File: src/design/staging_regs.vh
// register map, field positions, reset values and timing figures
// for the lead-lag staging block; included by its bare name
`ifndef STAGING_REGS_VH
`define STAGING_REGS_VH

// byte offsets on the AXI4-Lite register bus
`define OFF_CTRL 12'h000
`define OFF_START_THR 12'h004
`define OFF_STOP_THR 12'h014
`define OFF_START_DLY 12'h024
`define OFF_STOP_DLY 12'h028
`define OFF_ACC_TIME 12'h02c
`define OFF_ACC_FREQ 12'h030
`define OFF_DEC_TIME 12'h034
`define OFF_DEC_FREQ 12'h038
`define OFF_START_MARGIN 12'h03c
`define OFF_STOP_MARGIN 12'h040
`define OFF_SETPOINT 12'h044
`define OFF_FB_RANGE 12'h048
`define OFF_STATUS 12'h04c
`define OFF_LEVELS 12'h050
`define OFF_LAST_RW 12'h048
`define NUM_CFG 19

// control register fields
`define CTRL_EN_BIT 0
`define CTRL_PID_BIT 1
`define CTRL_LAG_LSB 2
`define CTRL_LAG_MSB 4
`define LAG_MAX 3'h4

// reset values
`define RST_CTRL 16'h0000
`define RST_START_THR 16'h170c
`define RST_STOP_THR 16'h0fa0
`define RST_START_DLY 16'h0032
`define RST_STOP_DLY 16'h0014
`define RST_ACC_TIME 16'h0014
`define RST_ACC_FREQ 16'h0bb8
`define RST_DEC_TIME 16'h0064
`define RST_DEC_FREQ 16'h170c
`define RST_MARGIN 16'h0014
`define RST_SETPOINT 16'h0000
`define RST_FB_RANGE 16'h0000

// timing: delays count in units of 0.1 s
`define CLK_PERIOD_NS 40
`define DELAY_UNIT_NS 100000000
// margins are in 0.1 %, so percent over 100 becomes tenths over 1000
`define PCT_SCALE 32'h000003e8

`define RESP_OKAY 2'h0
`define RESP_SLVERR 2'h2

`endif

File: src/design/pump_lead_lag_staging.v
// lead-lag staging: switches up to four lag motor relays from the
// output frequency and feedback, and orders a ramp after each timed start or stop
// assumes aclk at 25 MHz, synchronous inputs, an AXI4-Lite master
//
// Added by the designer: the placing of the registers and the AXI4-Lite slave port.
`include "staging_regs.vh"
`default_nettype none

module pump_lead_lag_staging #(
	parameter TICK_CYCLES = `DELAY_UNIT_NS / `CLK_PERIOD_NS
) (
	input wire aclk,
	input wire aresetn,
	input wire [11:0] s_axi_awaddr,
	input wire s_axi_awvalid,
	output reg s_axi_awready,
	input wire [31:0] s_axi_wdata,
	input wire [3:0] s_axi_wstrb,
	input wire s_axi_wvalid,
	output reg s_axi_wready,
	output reg [1:0] s_axi_bresp,
	output reg s_axi_bvalid,
	input wire s_axi_bready,
	input wire [11:0] s_axi_araddr,
	input wire s_axi_arvalid,
	output reg s_axi_arready,
	output reg [31:0] s_axi_rdata,
	output reg [1:0] s_axi_rresp,
	output reg s_axi_rvalid,
	input wire s_axi_rready,
	input wire [15:0] out_freq,
	input wire [15:0] feedback,
	output reg [3:0] aux_relay_ff,
	output reg aux1_staging_ff,
	output reg lead_pid_ff,
	output reg ramp_go_ff,
	output reg ramp_up_ff,
	output reg [15:0] ramp_freq_ff,
	output reg [15:0] ramp_time_ff
);

	localparam [1:0] KIND_NONE = 2'h0;
	localparam [1:0] KIND_RW = 2'h1;
	localparam [1:0] KIND_RO = 2'h2;
	localparam [31:0] TICK_LAST = TICK_CYCLES - 1;

	wire [16*`NUM_CFG-1:0] cfg_flat;

	function [1:0] reg_kind;
		input [11:0] addr;
		reg [11:0] a;
		begin
			a = {addr[11:2], 2'h0};
			if (a <= `OFF_LAST_RW) begin
				reg_kind = KIND_RW;
			end else if (a == `OFF_STATUS) begin
				reg_kind = KIND_RO;
			end else if (a == `OFF_LEVELS) begin
				reg_kind = KIND_RO;
			end else begin
				reg_kind = KIND_NONE;
			end
		end
	endfunction

	function [15:0] rst_val;
		input integer k;
		begin
			if (k == 0) begin
				rst_val = `RST_CTRL;
			end else if (k <= 4) begin
				rst_val = `RST_START_THR;
			end else if (k <= 8) begin
				rst_val = `RST_STOP_THR;
			end else begin
				case (k)
				9: rst_val = `RST_START_DLY;
				10: rst_val = `RST_STOP_DLY;
				11: rst_val = `RST_ACC_TIME;
				12: rst_val = `RST_ACC_FREQ;
				13: rst_val = `RST_DEC_TIME;
				14: rst_val = `RST_DEC_FREQ;
				15: rst_val = `RST_MARGIN;
				16: rst_val = `RST_MARGIN;
				17: rst_val = `RST_SETPOINT;
				default: rst_val = `RST_FB_RANGE;
				endcase
			end
		end
	endfunction

	function [15:0] cfg_word;
		input [11:0] off;
		input [1:0] k;
		reg [4:0] idx;
		begin
			idx = off[6:2] + {3'h0, k};
			cfg_word = cfg_flat[16*idx +: 16];
		end
	endfunction

	// write channel: address and data are caught independently
	reg aw_hold_ff;
	reg w_hold_ff;
	reg [11:0] aw_addr_ff;
	reg [31:0] w_data_ff;
	reg [3:0] w_strb_ff;
	wire aw_take = s_axi_awvalid & s_axi_awready;
	wire w_take = s_axi_wvalid & s_axi_wready;
	wire wr_commit = aw_hold_ff & w_hold_ff & ~s_axi_bvalid;
	wire [1:0] wr_kind = reg_kind(aw_addr_ff);
	wire wr_ok = wr_commit & (wr_kind == KIND_RW);
	wire nxt_aw_hold = aw_take | (aw_hold_ff & ~wr_commit);
	wire nxt_w_hold = w_take | (w_hold_ff & ~wr_commit);
	wire nxt_bvalid = wr_commit | (s_axi_bvalid & ~s_axi_bready);
	wire [15:0] old_word = cfg_word(aw_addr_ff, 2'h0);
	wire [15:0] merged = {
		w_strb_ff[1] ? w_data_ff[15:8] : old_word[15:8],
		w_strb_ff[0] ? w_data_ff[7:0] : old_word[7:0]};

	always @(posedge aclk) begin
		if (!aresetn) begin
			aw_hold_ff <= 1'b0;
			w_hold_ff <= 1'b0;
			aw_addr_ff <= 12'h000;
			w_data_ff <= 32'h00000000;
			w_strb_ff <= 4'h0;
			s_axi_awready <= 1'b0;
			s_axi_wready <= 1'b0;
			s_axi_bvalid <= 1'b0;
			s_axi_bresp <= `RESP_OKAY;
		end else begin
			aw_hold_ff <= nxt_aw_hold;
			w_hold_ff <= nxt_w_hold;
			if (aw_take) begin
				aw_addr_ff <= s_axi_awaddr;
			end
			if (w_take) begin
				w_data_ff <= s_axi_wdata;
				w_strb_ff <= s_axi_wstrb;
			end
			// ready drops while a response is pending: one write at a time
			s_axi_awready <= ~nxt_aw_hold & ~nxt_bvalid;
			s_axi_wready <= ~nxt_w_hold & ~nxt_bvalid;
			s_axi_bvalid <= nxt_bvalid;
			if (wr_commit) begin
				s_axi_bresp <= wr_ok ? `RESP_OKAY : `RESP_SLVERR;
			end
		end
	end

	genvar gi;
	generate
		for (gi = 0; gi < `NUM_CFG; gi = gi + 1) begin : g_cfg
			localparam [4:0] K = gi;
			reg [15:0] word_ff;
			always @(posedge aclk) begin
				if (!aresetn) begin
					word_ff <= rst_val(gi);
				end else if (wr_ok && aw_addr_ff[6:2] == K) begin
					word_ff <= merged;
				end
			end
			assign cfg_flat[16*gi +: 16] = word_ff;
		end
	endgenerate

	// configuration fields
	wire [15:0] ctrl = cfg_word(`OFF_CTRL, 2'h0);
	wire stage_en = ctrl[`CTRL_EN_BIT];
	wire pid_en = ctrl[`CTRL_PID_BIT];
	wire [2:0] lag_raw = ctrl[`CTRL_LAG_MSB:`CTRL_LAG_LSB];
	// counts above four are held at four
	wire [2:0] lag_cnt = (lag_raw > `LAG_MAX) ? `LAG_MAX : lag_raw;
	wire [15:0] start_dly = cfg_word(`OFF_START_DLY, 2'h0);
	wire [15:0] stop_dly = cfg_word(`OFF_STOP_DLY, 2'h0);
	wire [15:0] start_mrg = cfg_word(`OFF_START_MARGIN, 2'h0);
	wire [15:0] stop_mrg = cfg_word(`OFF_STOP_MARGIN, 2'h0);
	wire [15:0] setpoint = cfg_word(`OFF_SETPOINT, 2'h0);
	wire [15:0] fb_range = cfg_word(`OFF_FB_RANGE, 2'h0);

	// feedback levels, registered to keep the divider off the
	// decision path; they lag setting changes by one cycle
	reg [15:0] start_lvl_ff;
	reg [15:0] stop_lvl_ff;
	wire [31:0] start_prod = fb_range * start_mrg;
	wire [31:0] stop_prod = fb_range * stop_mrg;
	wire [31:0] start_off = start_prod / `PCT_SCALE;
	wire [31:0] stop_off = stop_prod / `PCT_SCALE;
	wire [31:0] stop_sum = {16'h0000, setpoint} + stop_off;

	always @(posedge aclk) begin
		if (!aresetn) begin
			start_lvl_ff <= 16'h0000;
			stop_lvl_ff <= 16'h0000;
		end else begin
			if (start_off > {16'h0000, setpoint}) begin
				start_lvl_ff <= 16'h0000;
			end else begin
				start_lvl_ff <= setpoint - start_off[15:0];
			end
			if (stop_sum[31:16] != 16'h0000) begin
				stop_lvl_ff <= 16'hffff;
			end else begin
				stop_lvl_ff <= stop_sum[15:0];
			end
		end
	end

	// running stages are always contiguous from aux one upward
	reg [2:0] stage_n;
	always @* begin
		case (1'b1)
		aux_relay_ff[3]: stage_n = 3'h4;
		aux_relay_ff[2]: stage_n = 3'h3;
		aux_relay_ff[1]: stage_n = 3'h2;
		aux_relay_ff[0]: stage_n = 3'h1;
		default: stage_n = 3'h0;
		endcase
	end

	wire [1:0] up_sel = stage_n[1:0];
	wire [1:0] dn_sel = stage_n[1:0] - 2'h1;
	wire [15:0] start_thr = cfg_word(`OFF_START_THR, up_sel);
	wire [15:0] stop_thr = cfg_word(`OFF_STOP_THR, dn_sel);

	// a zero margin removes its own feedback term; with both zero or
	// PID off only frequency and delay decide
	wire fb_start_ok = ~pid_en | (start_mrg == 16'h0000) |
		(feedback < start_lvl_ff);
	wire fb_stop_ok = ~pid_en | (stop_mrg == 16'h0000) |
		(feedback > stop_lvl_ff);

	// next stage only above all running ones, so aux n needs 1..n-1
	wire start_cond = stage_en & (stage_n < lag_cnt) &
		(out_freq > start_thr) & fb_start_ok;
	// only the highest running stage may stop
	wire stop_cond = stage_en & (stage_n != 3'h0) &
		(out_freq < stop_thr) & fb_stop_ok;

	// 0.1 s tick shared by both delay timers
	reg [31:0] tick_cnt_ff;
	wire tick = (tick_cnt_ff == TICK_LAST);

	always @(posedge aclk) begin
		if (!aresetn) begin
			tick_cnt_ff <= 32'h00000000;
		end else if (tick) begin
			tick_cnt_ff <= 32'h00000000;
		end else begin
			tick_cnt_ff <= tick_cnt_ff + 32'h00000001;
		end
	end

	reg [15:0] start_t_ff;
	reg [15:0] stop_t_ff;
	wire start_fire = start_cond & (start_t_ff >= start_dly);
	wire stop_fire = ~start_fire & stop_cond &
		(stop_t_ff >= stop_dly);
	wire stage_chg = start_fire | stop_fire;

	// the tick phase is free running, so a delay can run up to one
	// tick short; the trade keeps one prescaler for both timers
	always @(posedge aclk) begin
		if (!aresetn) begin
			start_t_ff <= 16'h0000;
			stop_t_ff <= 16'h0000;
		end else begin
			if (!start_cond || stage_chg) begin
				start_t_ff <= 16'h0000;
			end else if (tick && start_t_ff < start_dly) begin
				start_t_ff <= start_t_ff + 16'h0001;
			end
			if (!stop_cond || stage_chg) begin
				stop_t_ff <= 16'h0000;
			end else if (tick && stop_t_ff < stop_dly) begin
				stop_t_ff <= stop_t_ff + 16'h0001;
			end
		end
	end

	// stages the current settings still allow
	reg [3:0] allow;
	always @* begin
		case (lag_cnt)
		3'h0: allow = 4'h0;
		3'h1: allow = 4'h1;
		3'h2: allow = 4'h3;
		3'h3: allow = 4'h7;
		default: allow = 4'hf;
		endcase
		if (!stage_en) begin
			allow = 4'h0;
		end
	end

	reg [3:0] nxt_relay;
	always @* begin
		nxt_relay = aux_relay_ff;
		if (start_fire) begin
			nxt_relay = {aux_relay_ff[2:0], 1'b1};
		end else if (stop_fire) begin
			nxt_relay = {1'b0, aux_relay_ff[3:1]};
		end
		nxt_relay = nxt_relay & allow;
	end

	always @(posedge aclk) begin
		if (!aresetn) begin
			aux_relay_ff <= 4'h0;
			aux1_staging_ff <= 1'b0;
			lead_pid_ff <= 1'b0;
			ramp_go_ff <= 1'b0;
			ramp_up_ff <= 1'b0;
			ramp_freq_ff <= 16'h0000;
			ramp_time_ff <= 16'h0000;
		end else begin
			aux_relay_ff <= nxt_relay;
			aux1_staging_ff <= stage_en;
			lead_pid_ff <= stage_en & pid_en;
			ramp_go_ff <= stage_chg;
			if (start_fire) begin
				ramp_up_ff <= 1'b0;
				ramp_freq_ff <= cfg_word(`OFF_DEC_FREQ, 2'h0);
				ramp_time_ff <= cfg_word(`OFF_DEC_TIME, 2'h0);
			end else if (stop_fire) begin
				ramp_up_ff <= 1'b1;
				ramp_freq_ff <= cfg_word(`OFF_ACC_FREQ, 2'h0);
				ramp_time_ff <= cfg_word(`OFF_ACC_TIME, 2'h0);
			end
		end
	end

	// read channel
	wire ar_take = s_axi_arvalid & s_axi_arready;
	wire nxt_rvalid = ar_take | (s_axi_rvalid & ~s_axi_rready);
	wire [1:0] rd_kind = reg_kind(s_axi_araddr);
	wire [31:0] status_word = {21'h000000, ramp_up_ff, stop_cond,
		start_cond, 1'b0, stage_n, aux_relay_ff};
	reg [31:0] rd_word;

	always @* begin
		rd_word = 32'h00000000;
		if (rd_kind == KIND_RW) begin
			rd_word = {16'h0000, cfg_word(s_axi_araddr, 2'h0)};
		end else if ({s_axi_araddr[11:2], 2'h0} == `OFF_STATUS) begin
			rd_word = status_word;
		end else if ({s_axi_araddr[11:2], 2'h0} == `OFF_LEVELS) begin
			rd_word = {stop_lvl_ff, start_lvl_ff};
		end
	end

	always @(posedge aclk) begin
		if (!aresetn) begin
			s_axi_arready <= 1'b0;
			s_axi_rvalid <= 1'b0;
			s_axi_rdata <= 32'h00000000;
			s_axi_rresp <= `RESP_OKAY;
		end else begin
			s_axi_arready <= ~nxt_rvalid;
			s_axi_rvalid <= nxt_rvalid;
			if (ar_take) begin
				s_axi_rdata <= rd_word;
				if (rd_kind == KIND_NONE) begin
					s_axi_rresp <= `RESP_SLVERR;
				end else begin
					s_axi_rresp <= `RESP_OKAY;
				end
			end
		end
	end

endmodule

`default_nettype wire

File: config.mk
export PLATFORM = sky130hd
export DESIGN_NAME = pump_lead_lag_staging
export DESIGN_NICKNAME = d
export VERILOG_FILES = /design/src/design/pump_lead_lag_staging.v
export VERILOG_INCLUDE_DIRS = /design/src /design/src/design
export SDC_FILE = /design/constraint.sdc
export NUM_CORES = 2
export LEC_CHECK = 0
export BUFFER_PORTS_ARGS = -buffer_cell sky130_fd_sc_hd__buf_2
export CAP_MARGIN = 10
export CORE_MARGIN = 2
export CORE_UTILIZATION = 59
export DETAILED_ROUTE_END_ITERATION = 6
export PLACE_DENSITY = 0.76
export SKIP_CTS_REPAIR_TIMING = 1
export SLEW_MARGIN = 15
export SYNTH_ARGS = -nofsm -noshare
export SYNTH_HDL_FRONTEND = slang
export SYNTH_SLANG_ARGS = --single-unit
File: constraint.sdc
create_clock -name aclk -period 25.6 [get_ports aclk]
set_input_delay 2.56 -clock aclk [delete_from_list [all_inputs] [get_ports aclk]]
set_output_delay 2.56 -clock aclk [all_outputs]
set_load 0.01 [all_outputs]
### Word-level counts from Yosys, hierarchy flattened

Index checks and enable logic that the tools add are counted.

| storage, ports and cells | value |
|---|---|
| register bits after elaboration | 513 |
| word-level logic and storage cells | 209 |

| operators by class | value |
|---|---|
| add/subtract/negate cells | 8 |
| multipliers | 2 |
| divide/modulo/power cells | 2 |
| $lt $le $gt $ge | 13 |
| equal/unequal tests | 28 |
| shift operators | 4 |
| muxes and demuxes | 27 |
| bitwise logic cells | 43 |
| reductions and logical operators | 38 |

Operators by type and width:

| cell | number |
|---|---|
| variable part select 304 x 10 -> 16 bit | 2 |
| variable part select 304 x 8 -> 16 bit | 1 |
| variable part select 304 x 9 -> 16 bit | 1 |
| two-way mux 32 bit | 3 |
| two-way mux 16 bit | 5 |
| divider 32 x 10 -> 32 bit (second input constant) | 2 |
| less-than comparator 16 bit | 4 |
| multiplier 16 x 16 -> 32 bit | 2 |
| == test 10 x 5 -> 1 bit (second input constant) | 4 |
| == test 5 x 4 -> 1 bit (second input constant) | 8 |
| adder 16 x 1 -> 16 bit (second input constant) | 2 |
| adder 16 x 32 -> 32 bit | 1 |
| adder 32 x 1 -> 32 bit (second input constant) | 1 |
| == test 32 x 22 -> 1 bit (second input constant) | 1 |
| >= comparator 16 bit | 2 |
| greater-than comparator 16 bit | 2 |
| greater-than comparator 32 x 16 -> 1 bit | 1 |
| zero test 16 bit | 2 |
| less-or-equal comparator 12 x 7 -> 1 bit (second input constant) | 2 |
| AND 1 bit | 22 |
| logical AND 1 bit | 21 |
| == test 5 x 3 -> 1 bit (second input constant) | 4 |
| two-way mux 2 bit | 10 |
| two-way mux 8 bit | 2 |
| 28 further kinds | 60 |

### Longest topological paths before layout

| logic depth | value |
|---|---|
| word-level depth | 16 |
| gate-level depth with buffers | 117 |

### Worst setup path after synthesis

No wires, ideal clock.

| timing | value |
|---|---|
| path type | reg-to-reg |
| start | register g_cfg[16].word_ff[9] |
| end | register stop_lvl_ff[10] |
| setup time | 0.058 ns |
| arrival | 23.872 ns |
| data required time | 25.542 ns |
| slack | 1.670 ns |
| cell stages (with the launch flop) | 106 |
| period minus slack after synthesis | 23.930 ns |
| path through | dfxtp_1 clkbuf_1 clkbuf_1 nand2_1 fa_1 fa_1 inv_1 fa_1 fa_1 fa_1 inv_1 fa_1 inv_1 ha_1 buf_4 a21o_1 a21oi_1 o221ai_1 [... 70 more ...] a21oi_1 o21ai_0 a21oi_1 o21ai_0 a21oi_1 o21ai_0 a21oi_1 o21ai_0 a21oi_1 o21ai_0 a21oi_1 o21ai_0 a21o_1 nand2_1 and2_0 o21ai_1 clkbuf_1 o21a_1 |

| between the ends | value |
|---|---|
| word-level cells in the longest chain between the ends | 5 |

Ends and longest elaborated chain:

| what | line | source |
|---|---|---|
| from (decl) | pump_lead_lag_staging.v:156 | `reg [15:0] word_ff;` |
| from (signal assigned) | pump_lead_lag_staging.v:159 | `word_ff <= rst_val(gi);` |
| from (signal assigned) | pump_lead_lag_staging.v:161 | `word_ff <= merged;` |
| multiplier 16 x 16 -> 32 bit (*) | pump_lead_lag_staging.v:187 | `wire [31:0] stop_prod = fb_range * stop_mrg;` |
| divider 32 x 10 -> 32 bit (no source line) (*) | n/a |  |
| adder 16 x 32 -> 32 bit (*) | pump_lead_lag_staging.v:190 | `wire [31:0] stop_sum = {16'h0000, setpoint} + stop_off;` |
| nonzero test 16 bit | pump_lead_lag_staging.v:202 | `if (stop_sum[31:16] != 16'h0000) begin` |
| two-way mux 16 bit (*) | pump_lead_lag_staging.v:202 |  |
| to (signal assigned) | pump_lead_lag_staging.v:205 | `stop_lvl_ff <= stop_sum[15:0];` |
| to (decl) | pump_lead_lag_staging.v:185 | `reg [15:0] stop_lvl_ff;` |

Mark *: on every way between the ends. The rest lies on a longest branch, timed or not.
A chain may end at the register's enable or synchronous reset.

### Final worst setup path

| timing | value |
|---|---|
| start | register g_cfg[18].word_ff[10] (netlist: fb_range[10]) |
| end | register start_lvl_ff[0] |

| between the ends | value |
|---|---|
| word-level cells in the longest chain between the ends | 4 |
| elaborated cells between the ends (all ways) | 5 |

Ends and longest elaborated chain:

| what | line | source |
|---|---|---|
| from (decl) | pump_lead_lag_staging.v:156 |  |
| from (signal assigned) | pump_lead_lag_staging.v:159 |  |
| from (signal assigned) | pump_lead_lag_staging.v:161 |  |
| multiplier 16 x 16 -> 32 bit (*) | pump_lead_lag_staging.v:186 | `wire [31:0] start_prod = fb_range * start_mrg;` |
| divider 32 x 10 -> 32 bit (no source line) (*) | n/a |  |
| greater-than comparator 32 x 16 -> 1 bit | pump_lead_lag_staging.v:197 | `if (start_off > {16'h0000, setpoint}) begin` |
| OR reduction 2 bit (no source line) | n/a |  |
| to (signal assigned) | pump_lead_lag_staging.v:200 | `start_lvl_ff <= setpoint - start_off[15:0];` |
| to (decl) | pump_lead_lag_staging.v:184 | `reg [15:0] start_lvl_ff;` |

Marked as above.

==> summary.md <==
In the routed design, unresolved DRC markers number 2. The final clock period utilization by the worst path was 95.44%; the number of vias after detailed routing was 57232. The largest individual stage delay along the critical path comes from the cell sky130_fd_sc_hd__fa_1. The share of Yosys cell area claimed by the top area cell type is 17.07%. Worst setup path startpoint: fb_range[10].

Once routing completed, OpenROAD measured the worst setup slack at 1.168 ns. Leaving out fill and tap cells, the most frequent cell in the layout is sky130_fd_sc_hd__nand2_1. After layout, the design draws a total of 1.774 mW.

After the first detailed-routing iteration, the DRC count stood at 6373. The share of total power dissipated in combinational logic is 7.5%. The tools report the arrival time at the worst endpoint as 24.98 ns. The tools report the last element of the critical path as start_lvl_ff[0]. Clock-pin slew was measured on the worst setup and hold paths at 0.07 ns. The transition at the pin with the smallest max-transition slack came out at 1.310 ns.

Static timing analysis puts the maximum clock frequency at 40.93 MHz. The run gives 144900 microns as the half-perimeter wire length of the detailed placement result. The worst-skew pair later-pin latency was 0.66 ns; the area growth from synthesis to layout was 10.66%.

The tools report the endpoint kind of the worst setup timing path as a register. The final reports fail on design-rule violations. The global routing stage identified its most utilized layer as met2. Synthesis handed over a netlist of 7303 instances. The routability congestion estimate came out at 0.9849. STA classifies the critical path startpoint as a register. Clock skew on the completed layout was measured at 0.05506 ns. Net switching is 25.69% of the power. For this run, asynchronously set or reset flops after synthesis account for 0%. The worst hold path belongs to the class register to register.

The fraction of layout cells with a size suffix above 1 came out at 15.58%. For this run, the leading register cell type out of synthesis is sky130_fd_sc_hd__dfxtp_1. The number of flops mapped to enable cells by yosys works out to 0. Measured in cells, the most critical reg-to-reg path has a length of 98. The max-capacitance violation count came out at 0.

Worst reg2reg path endpoint: start_lvl_ff[0]. After synthesis the cells add up to 59690 sq um. The average vias per placed instance came out at 6.500.

For this run, global-route usage on met2 was measured as 58.01%. The static leakage was 28.49 nW; the global-route total usage across every layer was 36.82%. For the total iterations of the first detailed-routing run, the log shows 7. The tools report the distinct cell type count after synthesis as 151. In the post-synthesis netlist, the biggest area contributors are sky130_fd_sc_hd__dfxtp_1 (17%), sky130_fd_sc_hd__fa_1 (13%), sky130_fd_sc_hd__nand2_1 (7.9%). The number of buffers on the longest clock path was 3; the first-pass GRT wire length was 303900 microns. sky130_fd_sc_hd__dfxtp_1 takes more of the synthesized area than any other cell. The max-slew violation count was 0; the largest vdd supply drop was 51.13 uV. The worst-case setup slack after placement is 0.08783 ns, and the maximum number of pins on one net before global-route repair is 101. The cell sitting at the root of the clock tree is a sky130_fd_sc_hd__clkbuf_16. The power density over the cells was 26.86 nW/um^2. Cell internal power was estimated by the tool at 1.318 mW. For this block, the routed nets add up to 195500 microns of wire. Switching power total: 0.4557 mW. The synthesized area per cell was 8.173 sq um; the global route total overflow was 0.

The run finished, with violations left. Sequential cells were found to cover 17.07% of the synthesized design area. The final-report hold violation count was 0; the H-tree level count was 2. TritonCTS built the clock tree.

In the layout the commonest cells are sky130_fd_sc_hd__nand2_1 (1255), sky130_fd_sc_hd__inv_1 (585), sky130_fd_sc_hd__dfxtp_1 (474). The clock network accounts for 47.2% of the total power. The number of antenna violations at the first check in global routing came out at 9. For flop-to-flop paths, the worst setup slack is 1.17 ns.

Data on the critical path is required at its endpoint by 26.15 ns. For the finished layout, the period the worst path requires is 24.43 ns. The most numerous cell type found on the critical path is sky130_fd_sc_hd__buf_4. Dividing the detail-routed wire length by the instance count gives 22.21 microns. The die outline height is 322.1 microns, and the initial core utilization is 59.60%. The worst register-to-register path begins at fb_range[10]. The run gives 116 as the count of standard-cell rows. The number of global-route vias before repair is 55463. Once detail routing completed, the nets flagged for antenna violations numbered 0. The floorplan step defined a die boundary enclosing 103700 sq um. Input and output buffers added on the ports amount to 155. Layout net count: 8308. During I/O placement, the number of pins put on the boundary was 180. The delay contributed by the slowest stage of the critical path was 0.57 ns; the worst slew margin relative to its limit was 12.33%.

In this run the horizontal extent of the chip is 322.1 microns. Setup violations remaining at the end of the flow were counted as 0. During synthesis, Yosys emitted a total of 0 warnings. Global routing used 46.61% of the available met1 tracks. Along the worst path, the maximum fanout reaches 16. The type of the worst setup path is register to register. The logs give 7.891% for the met3 layer usage reported by global route and 509 for the clock sink count. The tools report the number of buffers created by CTS as 50. The run gives 100100 sq um as the floorplan core area. The part of the power in registers was 45.3%; the post-synthesis sequential element count was 509.
==> metal layers <==
metal	wire length (microns)	share of wire, %
met1	74780	38
met2	87020	45
met3	20480	10
met4	13180	6.7
met5	69	0.035
==> cell families (layout without fill, tap and decap cells) <==
group	Yosys count	count (layout)	share of synthesized area (%)
xor gates and xnor gates	250	250	3.744
muxes	357	357	8.926
adders and majority gates	756	756	20.71
other	1	4	0.006283
and+or+nand+nor	2673	2674	21.48
AOI/OAI and AO/OA	1695	1695	20.88
buffers and inverters	1062	1262	7.186
DFF	509	509	17.07
==> registers in the layout (all words and copies together), names as in the netlist, 2 cells and up <==
signal         flops
g_cfg.word_ff    272
ramp_freq_ff      16
ramp_time_ff      16
start_t_ff        16
stop_lvl_ff       16
tick_cnt_ff       32
stop_t_ff         16
w_data_ff         16
ctrl              16
w_strb_ff          2
aw_addr_ff        10
s_axi_rdata       32
start_lvl_ff      16
aux_relay_ff       4
fb_range          16
==> synthesized netlist by cell type, drive strengths merged, types with 23 or more instances <==
cell type  instances
o31ai             31
or3               35
nand2           1261
fa               390
nor4              39
or2               30
mux2              37
o211a             57
xnor2            153
nand4             74
a21oi            270
a311oi            23
inv              596
nor2b             69
nor2             310
o21ai            288
ha               355
nor3             113
xor2              97
a21o              69
clkbuf           363
a31oi             54
buf               99
and2             354
a211oi            78
dfxtp            509
and3              64
o21bai            23
o31a              25
o221ai            36
o22ai             53
o21a              51
a21boi           252
o211ai           113
mux2i            187
nand3            184
mux4             133
nand2b            50
a221oi            27
a22oi             23
==> layout make-up <==
class	count	area, sq um
clock inverter	33	484.2
antenna	2	5.005
sequential	509	10260
inverter	599	2256
multi-input combinational	5734	46090
fill	8273	34100
tap	1298	1624
clock buffer	60	1359
timing repair buffer	570	3978
==> critical path, delay by kind of cell, from the launching register on <==
| kind | cells | cell delay, ns |
|---|---|---|
| mux | 6 | 1.91 |
| flops | 1 | 0.48 |
| fa+ha+maj | 8 | 3.68 |
| simple gates | 29 | 6.65 |
| compound gates | 37 | 8.74 |
| xor+xnor | 2 | 0.37 |
| buf+inv | 16 | 2.47 |
==> stage by stage <==
step	hold WS [ns]	util [%]	cell area [sq um]	std cells	TNS [ns]
after floorplan	0.4152	-	59690	7304	0
after global placement	0.4370	63.05	63140	8681	0
after detailed placement	0.4444	63.05	63140	8681	0
after CTS	0.4526	64.89	64980	8774	0
after global routing	0.4728	65.95	66050	8803	-3.153
final	0.4538	65.95	66050	8805	0
==> how the worst min path moves through the flow <==
stage                     from            end  depth (start not counted)
CTS                 aw_hold_ff  s_axi_awready                          1
global placement     w_hold_ff   s_axi_wready                          1
global route         w_hold_ff   s_axi_wready                          1
floorplan           aw_hold_ff  s_axi_awready                          1
finish               w_hold_ff   s_axi_wready                          1
detailed placement  aw_hold_ff  s_axi_awready                          1
==> power groups by stage <==
stage	clock [mW]	sequential (mW)	combinational [mW]
2_1_floorplan	0	0.818	0.0804
3_3_place_gp	0	0.822	0.124
3_5_place_dp	0	0.822	0.126
4_1_cts	0.834	0.804	0.126
5_1_grt	0.864	0.803	0.136
6_report	0.838	0.803	0.133
Power figures use the tool's default switching activity.
